**config.mk**
```make
export PLATFORM = sky130hd
export DESIGN_NAME = dcs_top
export DESIGN_NICKNAME = d
export VERILOG_FILES = /design/src/core/dcs_pkg.sv /design/src/core/dcs_comparator.sv /design/src/core/dcs_top.sv
export SDC_FILE = /design/constraint.sdc
export NUM_CORES = 1
export LEC_CHECK = 0
export BUFFER_PORTS_ARGS = -buffer_cell sky130_fd_sc_hd__buf_2
export CORE_MARGIN = 1.5
export CORE_UTILIZATION = 50
export CTS_BUF_LIST = sky130_fd_sc_hd__clkbuf_2
export CTS_CLUSTER_SIZE = 28
export DETAILED_ROUTE_END_ITERATION = 8
export PLACE_DENSITY = 0.79
export SKIP_LAST_GASP = 1
export SLEW_MARGIN = 25
export SYNTH_ARGS = -nofsm -noshare
export SYNTH_HDL_FRONTEND = slang
export SYNTH_SLANG_ARGS = --single-unit
```
**constraint.sdc**
```tcl
create_clock -name aclk -period 3.4 [get_ports aclk]
set_clock_uncertainty 0.05 [all_clocks]
set_input_delay 0.17 -clock aclk [delete_from_list [all_inputs] [get_ports aclk]]
set_output_delay 0.17 -clock aclk [all_outputs]
set_load 0.05 [all_outputs]
```
**src/core/dcs_pkg.sv**
```systemverilog
// shared constants for the debug comparator and state sequencer
package dcs_pkg;

	// ------------------------------------------------------------
	// bus and observation widths
	// ------------------------------------------------------------
	localparam int ADDR_W = 24;              // core address width
	localparam int DATA_W = 32;              // core data bus width
	localparam int AXI_AW = 8;               // register bus address width
	localparam int NCMP   = 3;               // comparators A, B, D

	// ------------------------------------------------------------
	// register byte offsets
	// ------------------------------------------------------------
	localparam logic [AXI_AW-1:0] OFS_CTRL_FIRST = 8'h00; // debug_control_first
	localparam logic [AXI_AW-1:0] OFS_CTRL_RANGE = 8'h04; // debug_control_range
	localparam logic [AXI_AW-1:0] OFS_STATE      = 8'h08; // sequencer state, read only
	localparam logic [AXI_AW-1:0] OFS_INT_STAT   = 8'h0C; // sticky events, read clears
	localparam logic [AXI_AW-1:0] OFS_INT_MASK   = 8'h10; // interrupt mask
	localparam logic [AXI_AW-1:0] OFS_SEQ_BASE   = 8'h14; // state 1..3 transition tables
	localparam logic [AXI_AW-1:0] OFS_CMP_BASE   = 8'h20; // comparator blocks
	localparam logic [AXI_AW-1:0] OFS_CMP_STRIDE = 8'h10; // spacing of comparator blocks
	localparam logic [AXI_AW-1:0] OFS_CMP_CTRL   = 8'h00; // within block: control
	localparam logic [AXI_AW-1:0] OFS_CMP_ADDR   = 8'h04; // within block: high/mid/low bytes
	localparam logic [AXI_AW-1:0] OFS_CMP_DATA   = 8'h08; // comparator A: data bytes 3..0
	localparam logic [AXI_AW-1:0] OFS_CMP_MASK   = 8'h0C; // comparator A: data bit mask

	// ------------------------------------------------------------
	// field positions
	// ------------------------------------------------------------
	localparam int C1_ARM  = 0;              // arm / armed status
	localparam int C1_FORCE_TRIGGER_BIT = 1;              // force_trigger_bit, write one to fire
	localparam int C1_BPEN = 2;              // breakpoint enable on final state
	localparam int CC_EN   = 0;              // comparator enable
	localparam int CC_OPC  = 1;              // opcode_select
	localparam int CC_RWE  = 2;              // access_type_qualify
	localparam int CC_RW   = 3;              // direction: 1 write, 0 read
	localparam int CC_DEN  = 4;              // data compare enable (comparator A)
	localparam int CC_W    = 5;
	localparam int SEQ_W   = 12;             // four 3-bit targets per state
	localparam int TGT_W   = 3;
	localparam int INT_W   = 5;              // match A, B, D, breakpoint, disarm
	localparam int IB_BRK  = 3;
	localparam int IB_DIS  = 4;

	// ------------------------------------------------------------
	// range modes and sequencer targets
	// ------------------------------------------------------------
	localparam logic [1:0] RNG_OFF     = 2'h0; // comparators exact
	localparam logic [1:0] RNG_INSIDE  = 2'h1; // A..B inclusive on match 0
	localparam logic [1:0] RNG_OUTSIDE = 2'h2; // outside A..B on match 0
	localparam logic [TGT_W-1:0] TGT_NONE  = 3'h0;
	localparam logic [TGT_W-1:0] TGT_S1    = 3'h1;
	localparam logic [TGT_W-1:0] TGT_S2    = 3'h2;
	localparam logic [TGT_W-1:0] TGT_S3    = 3'h3;
	localparam logic [TGT_W-1:0] TGT_FINAL = 3'h4;

	// ------------------------------------------------------------
	// reset values and bus answers
	// ------------------------------------------------------------
	localparam logic [DATA_W-1:0] RST_ZERO = 32'h0000_0000;
	localparam logic [1:0] RESP_OKAY   = 2'h0;
	localparam logic [1:0] RESP_SLVERR = 2'h2;

	// one-hot sequencer states
	typedef enum logic [4:0] {
		ST_IDLE  = 5'b00001,
		ST_ONE   = 5'b00010,
		ST_TWO   = 5'b00100,
		ST_THREE = 5'b01000,
		ST_FINAL = 5'b10000
	} dcs_state_e;

endpackage

```
**src/core/dcs_comparator.sv**
```systemverilog
// one address comparator with optional data, mask and direction qualification
`timescale 1ns/100ps
module dcs_comparator (
	// configuration
	input  wire logic [dcs_pkg::CC_W-1:0]   cfg,
	input  wire logic [dcs_pkg::ADDR_W-1:0] ref_addr,
	input  wire logic [dcs_pkg::DATA_W-1:0] ref_data,
	input  wire logic [dcs_pkg::DATA_W-1:0] ref_mask,
	// observed core buses
	input  wire logic                       exec_valid,
	input  wire logic [dcs_pkg::ADDR_W-1:0] exec_addr,
	input  wire logic                       data_valid,
	input  wire logic [dcs_pkg::ADDR_W-1:0] data_addr,
	input  wire logic [dcs_pkg::DATA_W-1:0] data_value,
	input  wire logic                       data_write,
	// results
	output logic                            qual_ok,
	output logic                            addr_eq,
	output logic                            addr_ge,
	output logic                            addr_le
);
	import dcs_pkg::*;

	logic [ADDR_W-1:0] cur_addr;
	logic              dir_ok;
	logic              data_ok;

	// opcode mode watches the execution stage only and ignores data,
	// mask and direction controls
	always_comb begin
		cur_addr = cfg[CC_OPC] ? exec_addr : data_addr;
		dir_ok   = !cfg[CC_RWE] || (data_write == cfg[CC_RW]);
		data_ok  = !cfg[CC_DEN] || (((data_value ^ ref_data) & ~ref_mask) == RST_ZERO);
		if (cfg[CC_OPC]) begin
			qual_ok = cfg[CC_EN] && exec_valid;
		end else begin
			qual_ok = cfg[CC_EN] && data_valid && dir_ok && data_ok;
		end
		addr_eq = (cur_addr == ref_addr);
		addr_ge = (cur_addr >= ref_addr);
		addr_le = (cur_addr <= ref_addr);
	end

endmodule

```
**src/core/dcs_top.sv**
```systemverilog
// debug monitor: three comparators, state sequencer, AXI4-Lite registers
//
// Functional notes
// - three comparators match address against opcode PC or data address bus
// - comparator A alone also compares data, with a per-bit exclusion mask
// - exact or range match; range chosen by range control register
// - with access qualify set, direction must equal the direction bit
// - opcode select matches opcode addresses only, ignoring data controls
// - opcode select clear matches data access addresses
// - opcode match flagged when opcode reaches execution stage, before execution
// - data match flagged when address, and data if enabled, equal programmed value
// - any comparator match can move the sequencer to a programmed state
// - states 1, 2 and 3 may move among each other freely
// - final state optionally raises breakpoint, then idle and disarmed
// - external event or force trigger bit also cause a transition
// - a match is an event; the original condition is never re-checked
// - match 0, 1, 3 map to comparators A, B, D except in range mode
//
// Chosen here: the address map and register access over AXI4-Lite.
`timescale 1ns/100ps
module dcs_top (
	// clock and reset
	input  wire logic                       aclk,
	input  wire logic                       aresetn,
	// axi4-lite write address and data
	input  wire logic [dcs_pkg::AXI_AW-1:0] s_axi_awaddr,
	input  wire logic [2:0]                 s_axi_awprot,
	input  wire logic                       s_axi_awvalid,
	output logic                            s_axi_awready,
	input  wire logic [dcs_pkg::DATA_W-1:0] s_axi_wdata,
	input  wire logic [3:0]                 s_axi_wstrb,
	input  wire logic                       s_axi_wvalid,
	output logic                            s_axi_wready,
	// axi4-lite write response
	output logic [1:0]                      s_axi_bresp,
	output logic                            s_axi_bvalid,
	input  wire logic                       s_axi_bready,
	// axi4-lite read
	input  wire logic [dcs_pkg::AXI_AW-1:0] s_axi_araddr,
	input  wire logic [2:0]                 s_axi_arprot,
	input  wire logic                       s_axi_arvalid,
	output logic                            s_axi_arready,
	output logic [dcs_pkg::DATA_W-1:0]      s_axi_rdata,
	output logic [1:0]                      s_axi_rresp,
	output logic                            s_axi_rvalid,
	input  wire logic                       s_axi_rready,
	// observed processor buses
	input  wire logic                       exec_valid,
	input  wire logic [dcs_pkg::ADDR_W-1:0] exec_addr,
	input  wire logic                       data_valid,
	input  wire logic [dcs_pkg::ADDR_W-1:0] data_addr,
	input  wire logic [dcs_pkg::DATA_W-1:0] data_value,
	input  wire logic                       data_write,
	// external event pin
	input  wire logic                       ext_event,
	// debug outputs
	output logic                            breakpoint,
	output logic                            armed,
	output logic                            irq
);
	import dcs_pkg::*;

	// ------------------------------------------------------------
	// decoding helpers
	// ------------------------------------------------------------
	// byte-lane merge for partial writes
	function automatic logic [DATA_W-1:0] merge(input logic [DATA_W-1:0] old_v,
		input logic [DATA_W-1:0] new_v, input logic [3:0] strb);
		logic [DATA_W-1:0] r;
		r = old_v;
		for (int b = 0; b < 4; b++) begin
			if (strb[b]) begin
				r[8*b +: 8] = new_v[8*b +: 8];
			end
		end
		return r;
	endfunction

	// comparator block hit: returns 1 when offset equals register sub of block i
	function automatic logic cmp_hit(input logic [AXI_AW-1:0] a, input int i,
		input logic [AXI_AW-1:0] sub);
		return a == (OFS_CMP_BASE + OFS_CMP_STRIDE * AXI_AW'(i) + sub);
	endfunction

	// state code for a sequencer target
	function automatic dcs_state_e tgt_state(input logic [TGT_W-1:0] t);
		dcs_state_e s;
		s = ST_IDLE;
		case (t)
			TGT_S1:    s = ST_ONE;
			TGT_S2:    s = ST_TWO;
			TGT_S3:    s = ST_THREE;
			TGT_FINAL: s = ST_FINAL;
			default:   s = ST_IDLE;
		endcase
		return s;
	endfunction

	// ------------------------------------------------------------
	// register storage
	// ------------------------------------------------------------
	logic                    bp_en_q;
	logic [1:0]              range_q;
	logic [CC_W-1:0]         cmp_cfg_q  [NCMP];
	logic [ADDR_W-1:0]       cmp_addr_q [NCMP];
	logic [DATA_W-1:0]       cmp_data_q;
	logic [DATA_W-1:0]       cmp_mask_q;
	logic [SEQ_W-1:0]        seq_tab_q  [3];
	logic [INT_W-1:0]        int_stat_q;
	logic [INT_W-1:0]        int_mask_q;
	dcs_state_e              state_q;
	dcs_state_e              state_d;

	// bus side
	logic                    aw_held_q;
	logic                    w_held_q;
	logic [AXI_AW-1:0]       awaddr_q;
	logic [DATA_W-1:0]       wdata_q;
	logic [3:0]              wstrb_q;
	logic                    wr_fire;
	logic                    rd_fire;
	logic                    wr_ctrl;
	logic                    force_trigger_bit_q;
	logic                    ext_s1_q;
	logic                    ext_s2_q;
	logic                    ext_s3_q;
	logic                    ext_pulse;
	logic [2:0]              match_q;
	logic [NCMP-1:0]         c_qual;
	logic [NCMP-1:0]         c_eq;
	logic [NCMP-1:0]         c_ge;
	logic [NCMP-1:0]         c_le;
	logic [2:0]              match_d;
	logic [DATA_W-1:0]       rd_val;
	logic                    rd_ok;
	logic [INT_W-1:0]        int_ev;

	// ------------------------------------------------------------
	// comparators A, B, D
	// ------------------------------------------------------------
	// only comparator A may compare data; the others have data compare enable cleared
	for (genvar i = 0; i < NCMP; i++) begin : g_cmp
		dcs_comparator u_cmp (
			.cfg        (i == 0 ? cmp_cfg_q[i] : (cmp_cfg_q[i] & ~(CC_W'(1) << CC_DEN))),
			.ref_addr   (cmp_addr_q[i]),
			.ref_data   (cmp_data_q),
			.ref_mask   (cmp_mask_q),
			.exec_valid (exec_valid),
			.exec_addr  (exec_addr),
			.data_valid (data_valid),
			.data_addr  (data_addr),
			.data_value (data_value),
			.data_write (data_write),
			.qual_ok    (c_qual[i]),
			.addr_eq    (c_eq[i]),
			.addr_ge    (c_ge[i]),
			.addr_le    (c_le[i])
		);
	end

	// match 0/1/3 straight from A/B/D; range modes fold A..B into match 0
	always_comb begin
		match_d[0] = c_qual[0] && c_eq[0];
		match_d[1] = c_qual[1] && c_eq[1];
		match_d[2] = c_qual[2] && c_eq[2];
		if (range_q == RNG_INSIDE) begin
			match_d[0] = c_qual[0] && c_ge[0] && c_le[1];
			match_d[1] = 1'b0;
		end else if (range_q == RNG_OUTSIDE) begin
			match_d[0] = c_qual[0] && !(c_ge[0] && c_le[1]);
			match_d[1] = 1'b0;
		end
	end

	// matches are registered as one-cycle events; nothing is re-checked later
	always_ff @(posedge aclk) begin
		if (!aresetn) begin
			match_q <= 3'h0;
		end else begin
			match_q <= match_d;
		end
	end

	// ------------------------------------------------------------
	// external event synchroniser
	// ------------------------------------------------------------
	// pin is asynchronous; rising edge taken after two flops
	always_ff @(posedge aclk) begin
		if (!aresetn) begin
			ext_s1_q <= 1'b0;
			ext_s2_q <= 1'b0;
			ext_s3_q <= 1'b0;
		end else begin
			ext_s1_q <= ext_event;
			ext_s2_q <= ext_s1_q;
			ext_s3_q <= ext_s2_q;
		end
	end
	assign ext_pulse = ext_s2_q && !ext_s3_q;

	// ------------------------------------------------------------
	// state sequencer
	// ------------------------------------------------------------
	// priority: match 0, match 1, match 3, then external or forced trigger
	always_comb begin
		logic [SEQ_W-1:0] tab;
		logic [TGT_W-1:0] tgt;
		tab     = RST_ZERO[SEQ_W-1:0];
		tgt     = TGT_NONE;
		state_d = state_q;
		unique case (state_q)
			ST_ONE:   tab = seq_tab_q[0];
			ST_TWO:   tab = seq_tab_q[1];
			ST_THREE: tab = seq_tab_q[2];
			ST_IDLE, ST_FINAL: tab = RST_ZERO[SEQ_W-1:0];
		endcase
		if (match_q[0] && tab[0 +: TGT_W] != TGT_NONE) begin
			tgt = tab[0 +: TGT_W];
		end else if (match_q[1] && tab[TGT_W +: TGT_W] != TGT_NONE) begin
			tgt = tab[TGT_W +: TGT_W];
		end else if (match_q[2] && tab[2*TGT_W +: TGT_W] != TGT_NONE) begin
			tgt = tab[2*TGT_W +: TGT_W];
		end else if (force_trigger_bit_q || ext_pulse) begin
			tgt = tab[3*TGT_W +: TGT_W];
		end
		if (state_q == ST_FINAL) begin
			state_d = ST_IDLE;
		end else if (tgt != TGT_NONE && state_q != ST_IDLE) begin
			state_d = tgt_state(tgt);
		end
		// software disarm overrides the transition table; arm only moves idle to state 1
		if (wr_ctrl && wstrb_q[0]) begin
			if (!wdata_q[C1_ARM]) begin
				state_d = ST_IDLE;
			end else if (state_q == ST_IDLE) begin
				state_d = ST_ONE;
			end
		end
	end

	always_ff @(posedge aclk) begin
		if (!aresetn) begin
			state_q <= ST_IDLE;
		end else begin
			state_q <= state_d;
		end
	end

	// breakpoint pulses on entry to the final state when enabled
	always_ff @(posedge aclk) begin
		if (!aresetn) begin
			breakpoint <= 1'b0;
			armed      <= 1'b0;
		end else begin
			breakpoint <= bp_en_q && state_d == ST_FINAL && state_q != ST_FINAL;
			armed      <= state_d != ST_IDLE;
		end
	end

	// ------------------------------------------------------------
	// axi4-lite write path
	// ------------------------------------------------------------
	// address and data may come in either order; the write lands once both held
	assign wr_fire = aw_held_q && w_held_q && !s_axi_bvalid;
	assign wr_ctrl = wr_fire && awaddr_q == OFS_CTRL_FIRST;

	always_ff @(posedge aclk) begin
		if (!aresetn) begin
			aw_held_q     <= 1'b0;
			w_held_q      <= 1'b0;
			awaddr_q      <= '0;
			wdata_q       <= RST_ZERO;
			wstrb_q       <= 4'h0;
			s_axi_awready <= 1'b0;
			s_axi_wready  <= 1'b0;
			s_axi_bvalid  <= 1'b0;
			s_axi_bresp   <= RESP_OKAY;
		end else begin
			s_axi_awready <= !aw_held_q && !(s_axi_awvalid && s_axi_awready);
			s_axi_wready  <= !w_held_q && !(s_axi_wvalid && s_axi_wready);
			if (s_axi_awvalid && s_axi_awready) begin
				aw_held_q <= 1'b1;
				awaddr_q  <= s_axi_awaddr;
			end
			if (s_axi_wvalid && s_axi_wready) begin
				w_held_q <= 1'b1;
				wdata_q  <= s_axi_wdata;
				wstrb_q  <= s_axi_wstrb;
			end
			if (wr_fire) begin
				s_axi_bvalid <= 1'b1;
				s_axi_bresp  <= (awaddr_q == OFS_STATE || awaddr_q == OFS_INT_STAT ||
					!addr_known(awaddr_q)) ? RESP_SLVERR : RESP_OKAY;
			end else if (s_axi_bvalid && s_axi_bready) begin
				s_axi_bvalid <= 1'b0;
				aw_held_q    <= 1'b0;
				w_held_q     <= 1'b0;
			end
		end
	end

	// mapped offsets
	function automatic logic addr_known(input logic [AXI_AW-1:0] a);
		logic k;
		k = a == OFS_CTRL_FIRST || a == OFS_CTRL_RANGE || a == OFS_STATE ||
			a == OFS_INT_STAT || a == OFS_INT_MASK || cmp_hit(a, 0, OFS_CMP_DATA) ||
			cmp_hit(a, 0, OFS_CMP_MASK);
		for (int i = 0; i < 3; i++) begin
			k = k || a == OFS_SEQ_BASE + AXI_AW'(4 * i);
		end
		for (int i = 0; i < NCMP; i++) begin
			k = k || cmp_hit(a, i, OFS_CMP_CTRL) || cmp_hit(a, i, OFS_CMP_ADDR);
		end
		return k;
	endfunction

	// configuration registers; arm is held in the sequencer state itself
	always_ff @(posedge aclk) begin
		if (!aresetn) begin
			bp_en_q    <= 1'b0;
			range_q    <= RNG_OFF;
			cmp_data_q <= RST_ZERO;
			cmp_mask_q <= RST_ZERO;
			int_mask_q <= '0;
			force_trigger_bit_q     <= 1'b0;
			for (int i = 0; i < NCMP; i++) begin
				cmp_cfg_q[i]  <= '0;
				cmp_addr_q[i] <= '0;
			end
			for (int i = 0; i < 3; i++) begin
				seq_tab_q[i] <= '0;
			end
		end else begin
			force_trigger_bit_q <= wr_ctrl && wstrb_q[0] && wdata_q[C1_FORCE_TRIGGER_BIT];
			if (wr_fire) begin
				if (awaddr_q == OFS_CTRL_FIRST && wstrb_q[0]) begin
					bp_en_q <= wdata_q[C1_BPEN];
				end
				if (awaddr_q == OFS_CTRL_RANGE) begin
					range_q <= 2'(merge({30'h0, range_q}, wdata_q, wstrb_q));
				end
				if (awaddr_q == OFS_INT_MASK) begin
					int_mask_q <= INT_W'(merge({27'h0, int_mask_q}, wdata_q, wstrb_q));
				end
				if (cmp_hit(awaddr_q, 0, OFS_CMP_DATA)) begin
					cmp_data_q <= merge(cmp_data_q, wdata_q, wstrb_q);
				end
				if (cmp_hit(awaddr_q, 0, OFS_CMP_MASK)) begin
					cmp_mask_q <= merge(cmp_mask_q, wdata_q, wstrb_q);
				end
				for (int i = 0; i < 3; i++) begin
					if (awaddr_q == OFS_SEQ_BASE + AXI_AW'(4 * i)) begin
						seq_tab_q[i] <= SEQ_W'(merge({20'h0, seq_tab_q[i]}, wdata_q, wstrb_q));
					end
				end
				for (int i = 0; i < NCMP; i++) begin
					if (cmp_hit(awaddr_q, i, OFS_CMP_CTRL)) begin
						cmp_cfg_q[i] <= CC_W'(merge({27'h0, cmp_cfg_q[i]}, wdata_q, wstrb_q));
					end
					if (cmp_hit(awaddr_q, i, OFS_CMP_ADDR)) begin
						cmp_addr_q[i] <= ADDR_W'(merge({8'h0, cmp_addr_q[i]}, wdata_q, wstrb_q));
					end
				end
			end
		end
	end

	// ------------------------------------------------------------
	// axi4-lite read path
	// ------------------------------------------------------------
	assign rd_fire = s_axi_arvalid && s_axi_arready;

	// read mux; unmapped offsets read zero with an error answer
	always_comb begin
		rd_val = RST_ZERO;
		rd_ok  = addr_known(s_axi_araddr);
		if (s_axi_araddr == OFS_CTRL_FIRST) begin
			rd_val[C1_ARM]  = state_q != ST_IDLE;
			rd_val[C1_BPEN] = bp_en_q;
		end
		if (s_axi_araddr == OFS_CTRL_RANGE) rd_val[1:0] = range_q;
		if (s_axi_araddr == OFS_STATE) rd_val[4:0] = state_q;
		if (s_axi_araddr == OFS_INT_STAT) rd_val[INT_W-1:0] = int_stat_q;
		if (s_axi_araddr == OFS_INT_MASK) rd_val[INT_W-1:0] = int_mask_q;
		if (cmp_hit(s_axi_araddr, 0, OFS_CMP_DATA)) rd_val = cmp_data_q;
		if (cmp_hit(s_axi_araddr, 0, OFS_CMP_MASK)) rd_val = cmp_mask_q;
		for (int i = 0; i < 3; i++) begin
			if (s_axi_araddr == OFS_SEQ_BASE + AXI_AW'(4 * i)) rd_val[SEQ_W-1:0] = seq_tab_q[i];
		end
		for (int i = 0; i < NCMP; i++) begin
			if (cmp_hit(s_axi_araddr, i, OFS_CMP_CTRL)) rd_val[CC_W-1:0] = cmp_cfg_q[i];
			if (cmp_hit(s_axi_araddr, i, OFS_CMP_ADDR)) rd_val[ADDR_W-1:0] = cmp_addr_q[i];
		end
	end

	always_ff @(posedge aclk) begin
		if (!aresetn) begin
			s_axi_arready <= 1'b0;
			s_axi_rvalid  <= 1'b0;
			s_axi_rdata   <= RST_ZERO;
			s_axi_rresp   <= RESP_OKAY;
		end else begin
			s_axi_arready <= !s_axi_rvalid && !rd_fire;
			if (rd_fire) begin
				s_axi_rvalid <= 1'b1;
				s_axi_rdata  <= rd_val;
				s_axi_rresp  <= rd_ok ? RESP_OKAY : RESP_SLVERR;
			end else if (s_axi_rvalid && s_axi_rready) begin
				s_axi_rvalid <= 1'b0;
			end
		end
	end

	// ------------------------------------------------------------
	// interrupt status
	// ------------------------------------------------------------
	// a read clears, but an event in the same cycle survives the clear
	assign int_ev = {state_q == ST_FINAL, state_d == ST_FINAL && state_q != ST_FINAL, match_q};

	always_ff @(posedge aclk) begin
		if (!aresetn) begin
			int_stat_q <= '0;
			irq        <= 1'b0;
		end else begin
			if (rd_fire && s_axi_araddr == OFS_INT_STAT) begin
				int_stat_q <= int_ev;
			end else begin
				int_stat_q <= int_stat_q | int_ev;
			end
			irq <= |(int_stat_q & int_mask_q);
		end
	end

endmodule

```
### Word-level counts from Yosys, hierarchy flattened

Memories as Yosys holds them, arrays and structs flattened.
Cells that the tools add are included.

* bits in writable memories: 123
* memories kept: 3
* output and inout bits: 44
* input port bits: 149
* flip-flop bits (word level): 179
* word-level logic and storage cells: 387

Memories
* cmp_addr_q: words 3, bits a word 24, rd ports 3, clocked after memory_dff 0, wr ports 3, RTL line dcs_top.sv:105 `logic [ADDR_W-1:0] cmp_addr_q [NCMP];`
* seq_tab_q: words 3, bits a word 12, rd ports 3, clocked after memory_dff 0, wr ports 3, RTL line dcs_top.sv:108 `logic [SEQ_W-1:0] seq_tab_q [3];`
* cmp_cfg_q: words 3, bits a word 5, rd ports 3, clocked after memory_dff 0, wr ports 3, RTL line dcs_top.sv:104 `logic [CC_W-1:0] cmp_cfg_q [NCMP];`

* equality and inequality tests: 51
* magnitude comparators: 2
* reduce and logical (&&, ||, !) cells: 114
* mux-type cells: 167
* bitwise gates (word level): 15

Operator list (count)
* $mux W8: 48
* $mux W24: 9
* $mux W5: 27
* $eq A8 B6 Y1 const B: 12
* $eq A24 B24 Y1: 3
* $mux W12: 6
* $eq A8 B5 Y1 const B: 8
* $mux W32: 2
* $mux W1: 54
* $mux W4: 12
* $pmux W12 S4: 1
* $logic_and A1 B1 Y1: 40
* $logic_or A1 B1 Y1: 37
* $and A32 B32 Y32: 1
* $eq A8 B4 Y1 const B: 4
* $eq A8 B7 Y1 const B: 4
* $logic_not A32 Y1: 1
* $not A32 Y32: 1
* $xor A32 B32 Y32: 1
* $reduce_and A3 Y1: 10
* $ge A24 B24 Y1: 1
* $le A24 B24 Y1: 1
* $pmux W5 S4: 1
* $eq A8 B3 Y1 const B: 2
* 27 further kinds: 63

### Logic depth before layout (Yosys ltp)

* depth in word-level cells: 19
* depth in mapped cells: 13
* gate-level depth less buffers: 11

### By module

From an unflattened synthesis, not the netlist that was laid out.

* cells, all modules: 1802
* area total of the unflattened synthesis: 17439.2 sq um

Modules (own cells, without submodules)
* dcs_top: seq. area each 7236.9 sq um, area an instance 13381.6 sq um, cells each 1289, instances 1
* dcs_comparator: seq. area each 0.0 sq um, area an instance 1352.5 sq um, cells each 171, instances 3

### Worst setup path before layout

No wires, ideal clock.

* kind: register to register
* start point: memory cmp_cfg_q[0][1]
* end point: register match_q[0]
* period minus slack after synthesis: 3.148 ns
* data required time: 3.259 ns
* arrival time: 3.007 ns
* library setup time: 0.091 ns
* setup slack: 0.252 ns
* buffers on the path: 2
* cell stages (with the launch flop): 13
* path through: edfxtp_1 -> clkbuf_1 -> buf_1 -> mux2_2 -> ha_1 -> a21o_1 -> a21o_1 -> a21oi_1 -> o21ai_0 -> a2111oi_0 -> a21oi_1 -> o21ai_0 -> nor4bb_1

RTL lines
* start: declaration: RTL line dcs_top.sv:104
* end signal: assignment: RTL line dcs_top.sv:180 `match_q <= match_d;`
* end: declaration: RTL line dcs_top.sv:128 `logic [2:0] match_q;`

==> results.json <==
{
  "ys.flop_type": "dfxtp_1",
  "vias": 14779,
  "fin_util_pct": 63.9,
  "ys_async_sr_fraction_pct": 0,
  "path_class": "reg -> reg",
  "setup_tns_ps": 0,
  "netlist_top_cells_count": "dfxtp_1, nor2_1, nand2_1, edfxtp_1, a21oi_1",
  "r2r_cells": 11,
  "cts-root-buf": "clkbuf_2",
  "ir_drop_v": 0.000238,
  "critPathRequiredTime_ps": 4110,
  "min_period_ps": 3200,
  "grt_antenna_before_repair": 5,
  "p_sw_mw": 2.16,
  "max_freq_mhz": 312,
  "switching_share_pct": 28.8,
  "grt_pass1_vias": 14617,
  "drtPass1Iterations": 7,
  "core_mm2": 0.0305,
  "areaGrowthSynthToFinish_pct": 26.2,
  "hold_slack_ps": 38.0,
  "synth_most_common_cell": "dfxtp_1",
  "yosys_register_bits": 300,
  "gp_congestion": 0.996,
  "drt_iter0_drc": 2011,
  "cp_common_cell": "buf_4",
  "maxCapViolCount": 0,
  "r2r_slack_ps": 200,
  "layout_setup_ws_ps": 197,
  "synth_area_per_cell_um2": 9.72,
  "synth_top_area_share_pct": 23.9,
  "synth_warnings": 0,
  "instances_no_fill": 2459,
  "yosysSeqAreaShare_pct": 46.9,
  "cts_buffers": 75,
  "min_from": "data_addr[3]",
  "pwr-share-comb_pct": 13.2,
  "ys_types": 85,
  "netlist_area_mm2": 0.0154,
  "start_util_pct": 50.6,
  "synth.area.top_cells": "edfxtp_1, dfxtp_1, mux2i_1",
  "clk_pin_slew_ps": 110,
  "io_pins": 193,
  "fp.dieW_um": 179,
  "grt_start_max_net_pins": 92,
  "drive_gt1_share_pct": 21.9,
  "p_total_mw": 7.51,
  "cts_buffer_depth": 3,
  "die_height_um": 179,
  "io_buffers": 184,
  "rsz0062_at_grt": "no",
  "cts-resized-gates": 0,
  "finalInstanceArea_mm2": 0.0195,
  "relSlewSlack_pct": 35.5,
  "dp_hpwl_mm": 36.6,
  "path_delay_family": "buffers and inverters",
  "post-place-ws_ps": 237,
  "hold_violations": 0,
  "slowest_delay_ps": 690,
  "cts-htree-levels": 3,
  "crit_path_start_kind": "flip-flop",
  "cp_max_fo": 11,
  "wl_mm": 53.7,
  "dpl_cell_area_mm2": 0.0169,
  "synth_area_leader_cell": "edfxtp_1",
  "hold-path-endpoint": "match_q[1]",
  "power_frac_clock_pct": 34.1,
  "grt_overflow": 0,
  "rr_startpoint": "cmp_cfg_q[0][6]",
  "status": "complete, no violations",
  "internal-power_mw": 5.35,
  "rows": 64,
  "setup_violations": 0,
  "grt_pass1_wl_mm": 81.2,
  "cts_tree": "built",
  "tightest_slew_ps": 967,
  "crit_arrival_ps": 3920,
  "path_cells": "buf_4, mux2_2, dlygate4sd3_1, ha_1, a21o_1, a21oi_1, o21ai_0, nor4_1, buf_4, nor3b_1, nor4bb_1",
  "netlist_instances": 1588,
  "hold_class": "in -> reg",
  "drv_slew": 0,
  "p_per_area_mw_per_mm2": 385,
  "whs_path_depth": 6,
  "wire_per_inst_um": 21.9,
  "fin_crit_sh_pct": 94.2,
  "insertion_delay_ps": 870,
  "end_kind": "flip-flop",
  "grt_usage_pct": 33.8,
  "nNetsFinal": 2198,
  "avgViaCountPerCell": 6.01,
  "crit_slowest_cell": "edfxtp_1",
  "crit_buf_inv": 3,
  "pwr-share-seq_pct": 52.6,
  "drc": 0,
  "synth_edf_count": 123,
  "timing.rr.end": "match_q[0]",
  "power.leakage_nw": 7.94,
  "dp_cells": 2134,
  "antenna_left": 0,
  "dieArea_mm2": 0.0319,
  "cts.sinks": 300
}
[power groups by stage]
stage / registers [mW] / clock network (mW) / logic, mW
6_report: 3.95 / 2.56 / 0.994
3_5_place_dp: 4.03 / 0 / 0.796
4_1_cts: 3.94 / 2.56 / 0.947
2_1_floorplan: 4.04 / 0 / 0.437
5_1_grt: 3.96 / 2.77 / 1.06
3_3_place_gp: 4.02 / 0 / 0.776
[metal layers]
layer | routed length (um) | vias to the layer above | track usage, %
li1 | - | 6652 | -
met1 | 20800 | 6979 | 43.7
met2 | 24400 | 987 | 53.7
met3 | 6320 | 159 | 7.91
met4 | 2210 | 2 | 15.5
met5 | 13 | - | 0
[sequential cells by signal, indices dropped and copies added, names as in the netlist, 8 cells and up]
signal and cells:
cmp_addr_q 72, seq_tab_q 36, cmp_data_q 32, cmp_mask_q 32, s_axi_rdata 32, wdata_q 32
cmp_cfg_q 15, awaddr_q 8
[cell families after synthesis]
| group | Yosys count | synth area share (%) |
|---|---|---|
| compound gates | 347 | 15.0 |
| xor+xnor | 60 | 3.45 |
| fa+ha+maj | 50 | 4.05 |
| buf+inv | 147 | 3.79 |
| flops | 300 | 46.9 |
| mux | 152 | 10.3 |
| other cells | 1 | 0.0243 |
| simple gates | 531 | 16.4 |
[final cells by class]
cell class / instances / area, um^2
Tap cell: 396 / 495
Sequential cell: 300 / 7240
Inverter: 59 / 224
Clock inverter: 20 / 143
Multi-Input combinational cell: 1142 / 7620
Timing Repair Buffer: 421 / 3170
Fill cell: 2332 / 11000
Antenna cell: 4 / 10.0
Clock buffer: 117 / 586
[tightest hold or removal path: stages]
cell and delay [ps]:
buf_2 90, mux2_2 140, ha_1 240, nand2_1 60, or4_1 130, nor3_1 60
[worst max path at each step]
stage | slack (ps) | depth (start not counted) | from | to
6_report | 200 | 11 | cmp_cfg_q[0][6] | match_q[0]
5_1_grt | 20 | 11 | cmp_cfg_q[0][6] | match_q[0]
4_1_cts | 60 | 8 | cmp_cfg_q[0][11] | match_q[2]
3_5_place_dp | 240 | 10 | cmp_cfg_q[0][6] | match_q[0]
3_3_place_gp | 290 | 12 | cmp_cfg_q[0][6] | match_q[0]
2_1_floorplan | 250 | 12 | cmp_cfg_q[0][1] | match_q[0]
[what timing repair did]
action,4_1_cts,5_1_grt
hold buffers,179,0
setup buffers,0,5
hold endpoints to repair,97,0
endpoints found under the setup margin,0,1
[layout by cell type, fill, tap and decap left out, drive strengths merged, types with 21 or more instances in the layout]
cell           n
o21ai         56
a22oi         24
mux2i        101
nor2         166
dlygate4sd3  179
buf          242
clkbuf       117
nor3          33
mux2          51
xnor2         52
and2          53
o22ai         21
ha            50
inv           62
nand3         29
dfxtp        177
a21oi        117
a222oi        29
nand2        160
edfxtp       123
No activity file was read; power rests on OpenSTA's default activity.
